==> src/shared/bfhg_pkg.sv <==
// constants and carrier types for the buck gate sequencer
// assumes a single 25 MHz system clock and comparator levels from the analog front end
package bfhg_pkg;

  // clock
  localparam int CLK_PERIOD_NS = 40;

  // duty limits
  localparam int DUTY_MAX_PCT      = 85;
  localparam int DUTY_FAST_PCT     = 75;
  localparam int DUTY_HIGH_VIN_PCT = 60;
  localparam int FSW_LIMIT_KHZ     = 500;
  localparam int CLK_KHZ           = 25000;
  localparam int PCT_FULL          = 100;

  // release path timing
  localparam int DRV_DELAY_NS     = 50;
  localparam int DET_DELAY_NS     = 20;
  localparam int BLANK_TIMEOUT_NS = 400;
  localparam int DRV_DELAY_CLKS   = (DRV_DELAY_NS + CLK_PERIOD_NS - 1) / CLK_PERIOD_NS;
  localparam int DET_DELAY_CLKS   = (DET_DELAY_NS + CLK_PERIOD_NS - 1) / CLK_PERIOD_NS;
  localparam int BLANK_MIN_CLKS   = DRV_DELAY_CLKS + DET_DELAY_CLKS;
  localparam int BLANK_MAX_CLKS   = BLANK_TIMEOUT_NS / CLK_PERIOD_NS;
  localparam int BLANK_W          = 4;

  // fault counter
  localparam int             FAULT_W     = 3;
  localparam logic [FAULT_W-1:0] FAULT_LIMIT = 3'h7;
  localparam logic [FAULT_W-1:0] FAULT_ZERO  = 3'h0;
  localparam logic [FAULT_W-1:0] FAULT_ONE   = 3'h1;

  // hiccup soft-start length
  localparam int HICCUP_SS_NS   = 1000000;
  localparam int HICCUP_SS_CLKS = HICCUP_SS_NS / CLK_PERIOD_NS;

  // default switching period in system clocks
  localparam int SW_PERIOD_CLKS = 50;

  // operating states
  typedef enum logic [2:0] {
    BFHG_ST_OFF,
    BFHG_ST_SOFT,
    BFHG_ST_NORMAL,
    BFHG_ST_OV,
    BFHG_ST_HICCUP
  } bfhg_state_t;

  // comparator levels from the analog front end
  typedef struct packed {
    logic supply_above_start;
    logic supply_above_stop;
    logic ramp_ok;
    logic pwm_cmp;
    logic ss_below_shutdown;
    logic ss_above_ref;
    logic overvoltage;
    logic vin_above_2x_start;
    logic oc_cmp;
    logic sw_near_supply;
    logic current_limit_node_far;
  } bfhg_sense_t;

  localparam bfhg_sense_t SENSE_RESET = '0;

endpackage

==> src/bfhg_fault_counter.sv <==
// saturating three-bit overcurrent fault counter
// assumes cycle_end and hiccup_step are one-clock pulses on sys_clk
`timescale 1ns/1ps
module bfhg_fault_counter
  import bfhg_pkg::*;
(
  // clock and reset
  input  wire logic               sys_clk,
  input  wire logic               reset_n,
  // events
  input  wire logic               clear,
  input  wire logic               cycle_end,
  input  wire logic               oc_seen,
  input  wire logic               hiccup_step,
  // state
  output logic [FAULT_W-1:0]      count_q,
  output logic                    at_limit
);

  logic [FAULT_W-1:0] count_d;
  wire                at_zero = (count_q == FAULT_ZERO);
  wire                inc     = cycle_end & oc_seen & ~at_limit;
  wire                dec     = ((cycle_end & ~oc_seen) | hiccup_step) & ~at_zero;

  assign at_limit = (count_q == FAULT_LIMIT);

  ////////////////////////////////////////////////////////////////////////////
  // count up per faulted cycle, down per clean cycle or hiccup step
  assign count_d = clear ? FAULT_ZERO :
                   inc   ? count_q + FAULT_ONE :
                   dec   ? count_q - FAULT_ONE :
                           count_q;

  always_ff @(posedge sys_clk)
  begin
    if (!reset_n)
      count_q <= FAULT_ZERO;
    else
      count_q <= count_d;
  end

endmodule

==> src/bfhg_blanking.sv <==
// current-limit node pulldown and overcurrent blanking window
// assumes start is a one-clock pulse two clocks before high-side turn-on
`timescale 1ns/1ps
module bfhg_blanking
  import bfhg_pkg::*;
(
  // clock and reset
  input  wire logic sys_clk,
  input  wire logic reset_n,
  // control
  input  wire logic start,
  input  wire logic sw_near_supply,
  input  wire logic current_limit_node_far,
  // results
  output logic      pulldown_q,
  output logic      sense_en
);

  localparam logic [BLANK_W-1:0] MIN_C = BLANK_W'(BLANK_MIN_CLKS);
  localparam logic [BLANK_W-1:0] MAX_C = BLANK_W'(BLANK_MAX_CLKS);
  localparam logic [BLANK_W-1:0] ONE_C = BLANK_W'(1);

  logic [BLANK_W-1:0] cnt_q;
  logic [BLANK_W-1:0] cnt_d;
  logic               pulldown_d;

  wire sw_release = (cnt_q >= MIN_C) & sw_near_supply;
  wire timeout    = (cnt_q >= MAX_C);

  ////////////////////////////////////////////////////////////////////////////
  // pulldown held from start until switch node or timeout releases it
  assign pulldown_d = start | (pulldown_q & ~sw_release & ~timeout);
  assign cnt_d      = start ? '0 : (pulldown_q ? cnt_q + ONE_C : cnt_q);
  assign sense_en   = ~pulldown_q & ~current_limit_node_far;

  always_ff @(posedge sys_clk)
  begin
    if (!reset_n)
    begin
      pulldown_q <= 1'b0;
      cnt_q      <= '0;
    end
    else
    begin
      pulldown_q <= pulldown_d;
      cnt_q      <= cnt_d;
    end
  end

endmodule

==> src/bfhg_core.sv <==
// gate sequencer core of a synchronous buck controller
// assumes comparator levels arrive asynchronously and the analog loop sits outside
`timescale 1ns/1ps
module bfhg_core
  import bfhg_pkg::*;
#(
  parameter int SW_PERIOD   = SW_PERIOD_CLKS,
  parameter int HICCUP_CLKS = HICCUP_SS_CLKS
)
(
  // clock and reset
  input  wire logic               sys_clk,
  input  wire logic               reset_n,
  // comparator levels
  input  wire bfhg_sense_t        sense_async,
  // gate drives
  output logic                    high_side_drive,
  output logic                    low_side_drive,
  // current limit node
  output logic                    current_limit_pulldown,
  // loop control
  output logic                    ref_select,
  output logic                    modulator_enable,
  output logic                    soft_start_restart,
  // status
  output logic                    hiccup_active,
  output logic [FAULT_W-1:0]      fault_count
);

  localparam int CW = $clog2(SW_PERIOD);
  localparam int HW = $clog2(HICCUP_CLKS);
  localparam int FSW_KHZ  = CLK_KHZ / SW_PERIOD;
  localparam int BASE_PCT = (FSW_KHZ <= FSW_LIMIT_KHZ) ? DUTY_MAX_PCT : DUTY_FAST_PCT;
  localparam logic [CW-1:0] LAST_C    = CW'(SW_PERIOD - 1);
  localparam logic [CW-1:0] MAX_ON_C  = CW'(SW_PERIOD * BASE_PCT / PCT_FULL);
  localparam logic [CW-1:0] MAX_HV_C  = CW'(SW_PERIOD * DUTY_HIGH_VIN_PCT / PCT_FULL);
  localparam logic [CW-1:0] CYC_ONE_C = CW'(1);
  localparam logic [HW-1:0] H_LAST_C  = HW'(HICCUP_CLKS - 1);
  localparam logic [HW-1:0] H_ONE_C   = HW'(1);

  ////////////////////////////////////////////////////////////////////////////
  // states in which the gates may switch
  function automatic logic is_switching(input bfhg_state_t s);
    is_switching = (s == BFHG_ST_SOFT) | (s == BFHG_ST_NORMAL) | (s == BFHG_ST_OV);
  endfunction

  ////////////////////////////////////////////////////////////////////////////
  // input synchronisers
  bfhg_sense_t meta_q;
  bfhg_sense_t sense;

  always_ff @(posedge sys_clk)
  begin
    if (!reset_n)
    begin
      meta_q <= SENSE_RESET;
      sense  <= SENSE_RESET;
    end
    else
    begin
      meta_q <= sense_async;
      sense  <= meta_q;
    end
  end

  ////////////////////////////////////////////////////////////////////////////
  // declarations
  bfhg_state_t        state_q;
  bfhg_state_t        state_d;
  logic [CW-1:0]      cyc_q;
  logic [HW-1:0]      hic_q;
  logic               lockout_ok_q;
  logic               seen_hs_q;
  logic               hs_done_q;
  logic               oc_term_q;
  logic               oc_cycle_q;
  logic               ramp_seen_q;
  logic               hs_q;
  logic               ls_q;
  logic               ref_q;
  logic               mod_en_q;
  logic               restart_q;
  logic               hiccup_q;
  logic               sense_en;
  logic               at_limit;
  logic [FAULT_W-1:0] count;

  ////////////////////////////////////////////////////////////////////////////
  // supply lockout with hysteresis
  wire lockout_ok_d = lockout_ok_q ? sense.supply_above_stop
                                   : sense.supply_above_start;

  ////////////////////////////////////////////////////////////////////////////
  // switching cycle timing
  wire cycle_last  = (cyc_q == LAST_C);
  wire cycle_start = (cyc_q == '0);
  wire [CW-1:0] cyc_d = cycle_last ? '0 : cyc_q + CYC_ONE_C;
  wire [CW-1:0] max_on = sense.vin_above_2x_start ? MAX_HV_C : MAX_ON_C;
  wire in_window = ~cycle_start & (cyc_q < max_on);

  ////////////////////////////////////////////////////////////////////////////
  // hiccup soft-start step timer
  wire hic_last    = (hic_q == H_LAST_C);
  wire in_hiccup   = (state_q == BFHG_ST_HICCUP);
  wire hiccup_step = in_hiccup & hic_last;
  wire [HW-1:0] hic_d = (~in_hiccup | hic_last) ? '0 : hic_q + H_ONE_C;

  ////////////////////////////////////////////////////////////////////////////
  // overcurrent detection and pulse termination
  wire oc_trip    = sense.oc_cmp & hs_q & sense_en;
  wire oc_term_d  = oc_trip | (oc_term_q & ~cycle_start);
  wire oc_cycle_d = oc_trip | (oc_cycle_q & ~cycle_start);

  ////////////////////////////////////////////////////////////////////////////
  // modulator gating
  wire ramp_seen_d = cycle_last ? sense.ramp_ok : (ramp_seen_q | sense.ramp_ok);
  wire switching   = is_switching(state_q);
  wire go_d        = is_switching(state_d);
  wire mod_en_d    = go_d & ramp_seen_q;
  wire duty_req    = mod_en_q & sense.pwm_cmp & in_window;

  ////////////////////////////////////////////////////////////////////////////
  // gate requests per state
  wire hs_start_ok = hs_q | (current_limit_pulldown & ~hs_done_q);
  wire hs_want    = duty_req & hs_start_ok & ~oc_term_q & ~oc_trip;
  wire hs_fall    = hs_q & ~hs_want;
  wire seen_hs_d  = (state_q == BFHG_ST_SOFT) & (seen_hs_q | hs_q);
  wire hs_done_d  = ~cycle_start & (hs_done_q | hs_fall);
  logic ls_want;

  always_comb
  begin
    case (state_q)
      BFHG_ST_SOFT:   ls_want = seen_hs_q & ~hs_want;
      BFHG_ST_NORMAL: ls_want = hs_done_q & ~hs_want;
      BFHG_ST_OV:     ls_want = ~hs_want;
      default:        ls_want = 1'b0;
    endcase
  end

  wire hs_d = switching & go_d & hs_want & ~ls_q;
  wire ls_d = switching & go_d & ls_want & ~hs_q;

  ////////////////////////////////////////////////////////////////////////////
  // operating state
  wire shutdown = ~lockout_ok_q | sense.ss_below_shutdown;

  always_comb
  begin
    state_d = state_q;
    case (state_q)
      BFHG_ST_OFF:
        state_d = BFHG_ST_SOFT;
      BFHG_ST_SOFT:
        if (at_limit)
          state_d = BFHG_ST_HICCUP;
        else if (sense.overvoltage)
          state_d = BFHG_ST_OV;
        else if (sense.ss_above_ref)
          state_d = BFHG_ST_NORMAL;
      BFHG_ST_NORMAL:
        if (at_limit)
          state_d = BFHG_ST_HICCUP;
        else if (sense.overvoltage)
          state_d = BFHG_ST_OV;
      BFHG_ST_OV:
        if (at_limit)
          state_d = BFHG_ST_HICCUP;
        else if (!sense.overvoltage)
          state_d = BFHG_ST_NORMAL;
      BFHG_ST_HICCUP:
        if (count == FAULT_ZERO)
          state_d = BFHG_ST_SOFT;
      default:
        state_d = BFHG_ST_OFF;
    endcase
    if (shutdown)
      state_d = BFHG_ST_OFF;
  end

  wire restart_d = (state_d == BFHG_ST_OFF) | hiccup_step;
  wire hiccup_d  = (state_d == BFHG_ST_HICCUP);

  ////////////////////////////////////////////////////////////////////////////
  // cycle and hiccup timers
  always_ff @(posedge sys_clk)
  begin
    if (!reset_n)
    begin
      cyc_q <= '0;
      hic_q <= '0;
    end
    else
    begin
      cyc_q <= cyc_d;
      hic_q <= hic_d;
    end
  end

  ////////////////////////////////////////////////////////////////////////////
  // state and control registers
  always_ff @(posedge sys_clk)
  begin
    if (!reset_n)
    begin
      state_q      <= BFHG_ST_OFF;
      lockout_ok_q <= 1'b0;
      oc_term_q    <= 1'b0;
      oc_cycle_q   <= 1'b0;
      ramp_seen_q  <= 1'b0;
      seen_hs_q    <= 1'b0;
      hs_done_q    <= 1'b0;
    end
    else
    begin
      state_q      <= state_d;
      lockout_ok_q <= lockout_ok_d;
      oc_term_q    <= oc_term_d;
      oc_cycle_q   <= oc_cycle_d;
      ramp_seen_q  <= ramp_seen_d;
      seen_hs_q    <= seen_hs_d;
      hs_done_q    <= hs_done_d;
    end
  end

  ////////////////////////////////////////////////////////////////////////////
  // output registers
  always_ff @(posedge sys_clk)
  begin
    if (!reset_n)
    begin
      hs_q      <= 1'b0;
      ls_q      <= 1'b0;
      ref_q     <= 1'b0;
      mod_en_q  <= 1'b0;
      restart_q <= 1'b1;
      hiccup_q  <= 1'b0;
    end
    else
    begin
      hs_q      <= hs_d;
      ls_q      <= ls_d;
      ref_q     <= sense.ss_above_ref;
      mod_en_q  <= mod_en_d;
      restart_q <= restart_d;
      hiccup_q  <= hiccup_d;
    end
  end

  ////////////////////////////////////////////////////////////////////////////
  // fault counter and blanking
  bfhg_fault_counter u_fault (
    .sys_clk     (sys_clk),
    .reset_n     (reset_n),
    .clear       (~lockout_ok_q),
    .cycle_end   (cycle_last & switching),
    .oc_seen     (oc_cycle_q | oc_trip),
    .hiccup_step (hiccup_step),
    .count_q     (count),
    .at_limit    (at_limit)
  );

  bfhg_blanking u_blank (
    .sys_clk        (sys_clk),
    .reset_n        (reset_n),
    .start          (cycle_start & mod_en_q),
    .sw_near_supply (sense.sw_near_supply),
    .current_limit_node_far       (sense.current_limit_node_far),
    .pulldown_q     (current_limit_pulldown),
    .sense_en       (sense_en)
  );

  ////////////////////////////////////////////////////////////////////////////
  // outputs
  assign high_side_drive    = hs_q;
  assign low_side_drive     = ls_q;
  assign ref_select         = ref_q;
  assign modulator_enable   = mod_en_q;
  assign soft_start_restart = restart_q;
  assign hiccup_active      = hiccup_q;
  assign fault_count        = count;

endmodule

==> config.mk <==
export PLATFORM = sky130hd
export DESIGN_NAME = bfhg_core
export DESIGN_NICKNAME = d
export VERILOG_FILES = /design/src/shared/bfhg_pkg.sv /design/src/bfhg_fault_counter.sv /design/src/bfhg_blanking.sv /design/src/bfhg_core.sv
export SDC_FILE = /design/constraint.sdc
export NUM_CORES = 1
export LEC_CHECK = 0
export ABC_AREA = 1
export BUFFER_PORTS_ARGS = -buffer_cell sky130_fd_sc_hd__buf_2
export CORE_ASPECT_RATIO = 0.8
export CORE_UTILIZATION = 40
export CTS_CLUSTER_DIAMETER = 150
export DETAILED_ROUTE_END_ITERATION = 10
export MAX_ROUTING_LAYER = met4
export PLACE_DENSITY = 0.68
export SYNTH_ARGS = -nofsm -noshare
export SYNTH_HDL_FRONTEND = slang
export SYNTH_SLANG_ARGS = --single-unit
==> constraint.sdc <==
create_clock -name sys_clk -period 2.5 [get_ports sys_clk]
set_input_delay 0.375 -clock sys_clk [delete_from_list [all_inputs] [get_ports sys_clk]]
set_output_delay 0.375 -clock sys_clk [all_outputs]
set_load 0.01 [all_outputs]
Word level (Yosys, flattened, before mapping)

Cells that the tools add are included.

Output and inout bits: 10
Register bits after elaboration: 66

Reductions and logical operators: 9
$add $sub $neg: 5
Bitwise operators: 66
Equality and inequality tests: 11
Muxes and demuxes: 16
Order comparisons: 3

Operator list:

| cell                                                 | number |
|---|---|
| AND 1 bit                                            | 33 |
| 2-to-1 mux 3 bit                                     | 11 |
| inverter 1 bit                                       | 17 |
| OR 1 bit                                             | 16 |
| adder 15 x 1 -> 15 bit (second input constant)       | 1 |
| == test 15 bit (second input constant)               | 1 |
| one-hot mux 3 bit (5 select lines)                   | 1 |
| == test 3 x 2 -> 1 bit (second input constant)       | 4 |
| == test 3 bit (second input constant)                | 3 |
| logical NOT 3 bit                                    | 3 |
| adder 6 x 1 -> 6 bit (second input constant)         | 1 |
| == test 3 x 1 -> 1 bit (second input constant)       | 2 |
| == test 6 bit (second input constant)                | 1 |
| logical NOT 6 bit                                    | 1 |
| < comparator 6 bit                                   | 1 |
| 2-to-1 mux 6 bit                                     | 1 |
| OR reduction 2 bit                                   | 3 |
| adder 4 x 1 -> 4 bit (second input constant)         | 1 |
| >= comparator 4 x 2 -> 1 bit (second input constant) | 1 |
| >= comparator 4 bit (second input constant)          | 1 |
| adder 3 x 1 -> 3 bit (second input constant)         | 1 |
| one-hot mux 1 bit (3 select lines)                   | 1 |
| subtractor 3 x 1 -> 3 bit (second input constant)    | 1 |
| 2-to-1 mux 1 bit                                     | 2 |
| 2 further kinds                                      | 2 |

Longest topological paths before layout

Depth after elaboration: 12
Depth in mapped cells: 13
Depth with buffers taken out: 13

By module

Synthesis repeated with hierarchy kept, for this count alone.

Cells, all modules: 393
Area, all modules: 2,920.3 um^2

By module, submodules not included:

| module             | sequential area each (um^2) | cells an instance | instances | area an instance (um^2) |
|---|---|---|---|---|
| bfhg_core          | 1,161.1                     | 324               | 1         | 2,439.8 |
| bfhg_blanking      | 100.1                       | 36                | 1         | 252.7 |
| bfhg_fault_counter | 60.1                        | 33                | 1         | 227.7 |

Worst setup path before layout

Ideal clock, no wire load.

Path kind: flip-flop to flip-flop
Start point: register cyc_q[1]
End point: register u_fault.count_q[2]
Setup slack: 0.623 ns
Data arrival time: 1.762 ns
Clock period less this slack: 1.877 ns
Cell stages (with the launch flop): 13
Path through: dfxtp_1 inv_1 ha_1 nand3_1 nor2_1 nand2_1 nor2_2 inv_2 fa_1 nor2_1 nand3_2 a21oi_1 nor2_1

Word-level cells in the longest chain between the ends: 6
Elaborated cells on any way between the ends: 9

Ends and longest elaborated chain:

| item                                | line                     | source |
|---|---|---|
| start, declared                     | bfhg_core.sv:70          | `logic [CW-1:0] cyc_q;` |
| start signal, assigned              | bfhg_core.sv:195         | `cyc_q <= cyc_d;` |
| == test 6 bit (*)                   | bfhg_core.sv:95          | `wire cycle_last = (cyc_q == LAST_C);` |
| AND 1 bit (*)                       | bfhg_core.sv:256         | `.cycle_end (cycle_last & switching),` |
| AND 1 bit                           | bfhg_fault_counter.sv:23 | `wire dec = ((cycle_end & ~oc_seen) \| hiccup_step) & ~at_zero;` |
| OR 1 bit                            | bfhg_fault_counter.sv:23 |  |
| AND 1 bit                           | bfhg_fault_counter.sv:23 |  |
| nonzero test 2 bit (no source line) | n/a                      |  |
| end signal, assigned                | bfhg_fault_counter.sv:39 | `count_q <= count_d;` |
| end, declared                       | bfhg_fault_counter.sv:16 | `output logic [FAULT_W-1:0] count_q,` |

Every way passes the cells marked *; elsewhere a longest branch is shown, timed or not.
A chain may end at the register's enable or synchronous reset.

Final worst setup path

Same ends and word-level chain as after synthesis.

==> impl_results.md <==
* Mapped Area at 2840 sq um
* # rows at 27
* Post-Synthesis Net Count at 396
* Number of global-route vias before repair at 1952
* Worst setup startpoint: cyc_q[1]$_SDFF_PP0_
* Number of synthesized register bits at 66
* Max clock buf depth at 2
* P_leak at 1.56 nW
* Hold path startpoint: sense_async[7]
* Logic pwr share at 3.5%
* Post-synth EDFFs at 0
* FF-to-FF Start: cyc_q[1]$_SDFF_PP0_
* TritonCTS clock tree: built
* DIE AREA at 7430 sq um
* Max-slew violation count at 0
* First-pass GRT wire length at 8450 um
* Core ar. at 6860 sq um
* Final design utilization at 47.9%
* Clock slew at reported path FFs at 0.08 ns
* Ports at 23
* Total number of vias at 2218
* GP Congestion at 0.855
* Fraction of the yosys area taken by sequential cells at 46.6%
* Final period demand of the worst path at 2.07 ns
* Hpwl dp at 3660 um
* DRT Pass-1 Iters at 4
* Pin count of the biggest net entering global routing at 32
* Initial core utilization at 41.4%
* Max cap viols at 0
* Capturing element type of the critical path: flip-flop
* Top post-synthesis cells by area: dfxtp_1 (47%), nand2_1 (9.5%), inv_1 (7.8%)
* DRC violations left at 0
* Area growth syn-to-layout at 15.7%
* Crit path arrival time at 2.31 ns
* Int Pwr at 1.77 mW
* Sw Ratio at 21.9%
* Hold WC Path Type: input port to flip-flop
* Root Driver: clkbuf_8
* NetSw at 0.498 mW
* PwrDens at 693 nW/um^2
* Yosys top cell by area: dfxtp_1
* Maximum level of the CTS H-tree at 3
* Setup TNS at 0 ns
* Most frequent cells in the layout: nand2_1 (72), dfxtp_1 (66), inv_1 (59)
* Final period util at 82.8%
* Remaining Overflow, GRT at 0
* Synth cell types at 39
* Sequential power share at 47.9%
* RSZ-0062 raised after global routing: false
* Clock Sinks at 66
* Cells after Synth at 373
* Fraction of synthesized area in multiplexers at 0%
* Final Hold Fails at 0
* Total power at 2.27 mW
* Layout cells sized above 1 at 17.9%
* DIE WIDTH at 96.2 um
* IO buf count at 22
* Post-Route WL at 4970 um
* Diode count at 0
* Setup CP Type: flip-flop to flip-flop
* Num CTS Buffers at 9
* Max Clk Rate at 483 MHz
* Post-layout nets at 425
* # hold bufs at CTS at 0
* Post-synthesis async set-or-reset flop share at 0%
* Post-synthesis adder-cell area fraction at 4.68%
* Share of the synthesized area in the top cell type at 46.6%
* Maximum VDD drop at 0.336 mV
* ANT nets after route at 0
* Antenna violations before repair at 0
* Worst-margin pin slew at 0.369 ns
* Average wire per standard cell at 10.1 um
* Post-CTS Setup Bufs at 0
* Clock Skews at 0.00591 ns
* Die Span Y at 77.3 um
* Simple-Gate Fraction of Synth Area at 30.3%
* Compound-Gate Fraction of Synth Area at 6.79%
* Synth Area in XOR/XNOR at 1.54%
* Status: completed
* Placement Setup Slack at 0.435 ns
* Overall global routing resource usage at 15.7%
* Final WS setup at 0.431 ns
* Synthesized area per cell at 7.60 sq um
* Iter 0 DRT Violations at 59
* Clk pwr share at 48.7%
* Largest family of logic cells by synthesized area: simple AND/OR/NAND/NOR gates
* CP Max Fanout at 5
* Yosys warning total at 0
* Leading cell type in the layout, fill and taps excluded: nand2_1
* Critical Path RT at 2.74 ns
* Top_reg_cell synth: dfxtp_1
* Post-CTS sizing at 0
* Vias per inst at 4.49
* Clock Latency Late Sink at 0.35 ns
* Final setup fails at 0
* Startpoint types: flip-flop
* Relative slew slack at 75.4%
## power groups by stage
stage	clock (mW)	combinational [mW]	sequential (mW)
after floorplan	0	0.0552	1.11
after global placement	0	0.0772	1.11
after detailed placement	0	0.0793	1.11
after CTS	1.13	0.0796	1.09
after global routing	1.17	0.0931	1.09
final	1.11	0.0788	1.09
## layer usage
layer | routed length [um] | global-route usage (%) | vias up | share of wire, %
li1 | - | - | 1212 | -
met1 | 2560 | 19.5 | 964 | 51
met2 | 2070 | 21.7 | 31 | 42
met3 | 229 | 5.65 | 11 | 4.6
met4 | 107 | 8.66 | 0 | 2.2
met5 | 0 | - | - | 0
## flip-flops by register name (all words and copies together) (netlist names), 3 cells and up
signal           cells
state_q              3
hic_q               15
u_blank.cnt_q        4
sense               11
u_fault.count_q      3
meta_q              11
cyc_q                6
## worst max-delay path, stage by stage (launching register included)
cell and delay [ns]:
dfxtp_1 0.35, inv_1 0.11, ha_1 0.18, nand3_1 0.08
nor2_1 0.14, nand2_1 0.08, nor2_2 0.16, inv_2 0.07
fa_1 0.37, nor2_1 0.13, nand3_2 0.09, a21oi_1 0.13
nor2_1 0.06
## path summary, 6_finish.rpt
check | endpoint | slack (ns) | cells past startpoint
setup / recovery | u_fault.count_q[2]$_SDFFE_PN0P_ | 0.43 | 12
hold / removal | meta_q[7]$_SDFF_PN0_ | 0.20 | 3
setup reg to reg | u_fault.count_q[2]$_SDFFE_PN0P_ | 0.43 | 12
hold reg to reg | sense[9]$_SDFF_PN0_ | 0.41 | 2
## cells in the mapped netlist (3+ instances only)
master   number
ha_1          9
o31ai_1       4
nand2_2       5
nor3_1        9
nand4_1       4
dfxtp_1      66
o21ai_0       4
nor3_2        4
a21oi_1      15
xor2_1        4
nor2_1       55
inv_2         9
o21ai_1       3
nand3_2       4
nor2_2        6
nand2_1      72
inv_1        59
nand3_1      16
## cells by family (layout without fill, tap and decap cells)
logic type      count (synthesis)  after routing
buf+inv                        74            108
xor+xnor                        5              5
fa+ha+maj                      10             10
compound gates                 33             33
simple gates                  185            185
flops                          66             66
## through the flow
step                area, sq um  hold slack, ns  instances
finish                     3280           0.198        494
detailed placement         3030           0.395        478
floorplan                  2840           0.390        373
global placement           3030           0.393        478
global route               3280           0.180        494
CTS                        3280           0.183        494
## final cells by class
| type | instances | area, sq um |
|---|---|---|
| clock buffer | 9 | 124 |
| multi-input combinational | 233 | 1230 |
| fill | 656 | 3580 |
| inverter | 69 | 259 |
| clock inverter | 7 | 124 |
| timing repair buffer | 23 | 118 |
| tap | 87 | 109 |
| sequential | 66 | 1320 |
No activity file was read; power rests on OpenSTA's default activity.
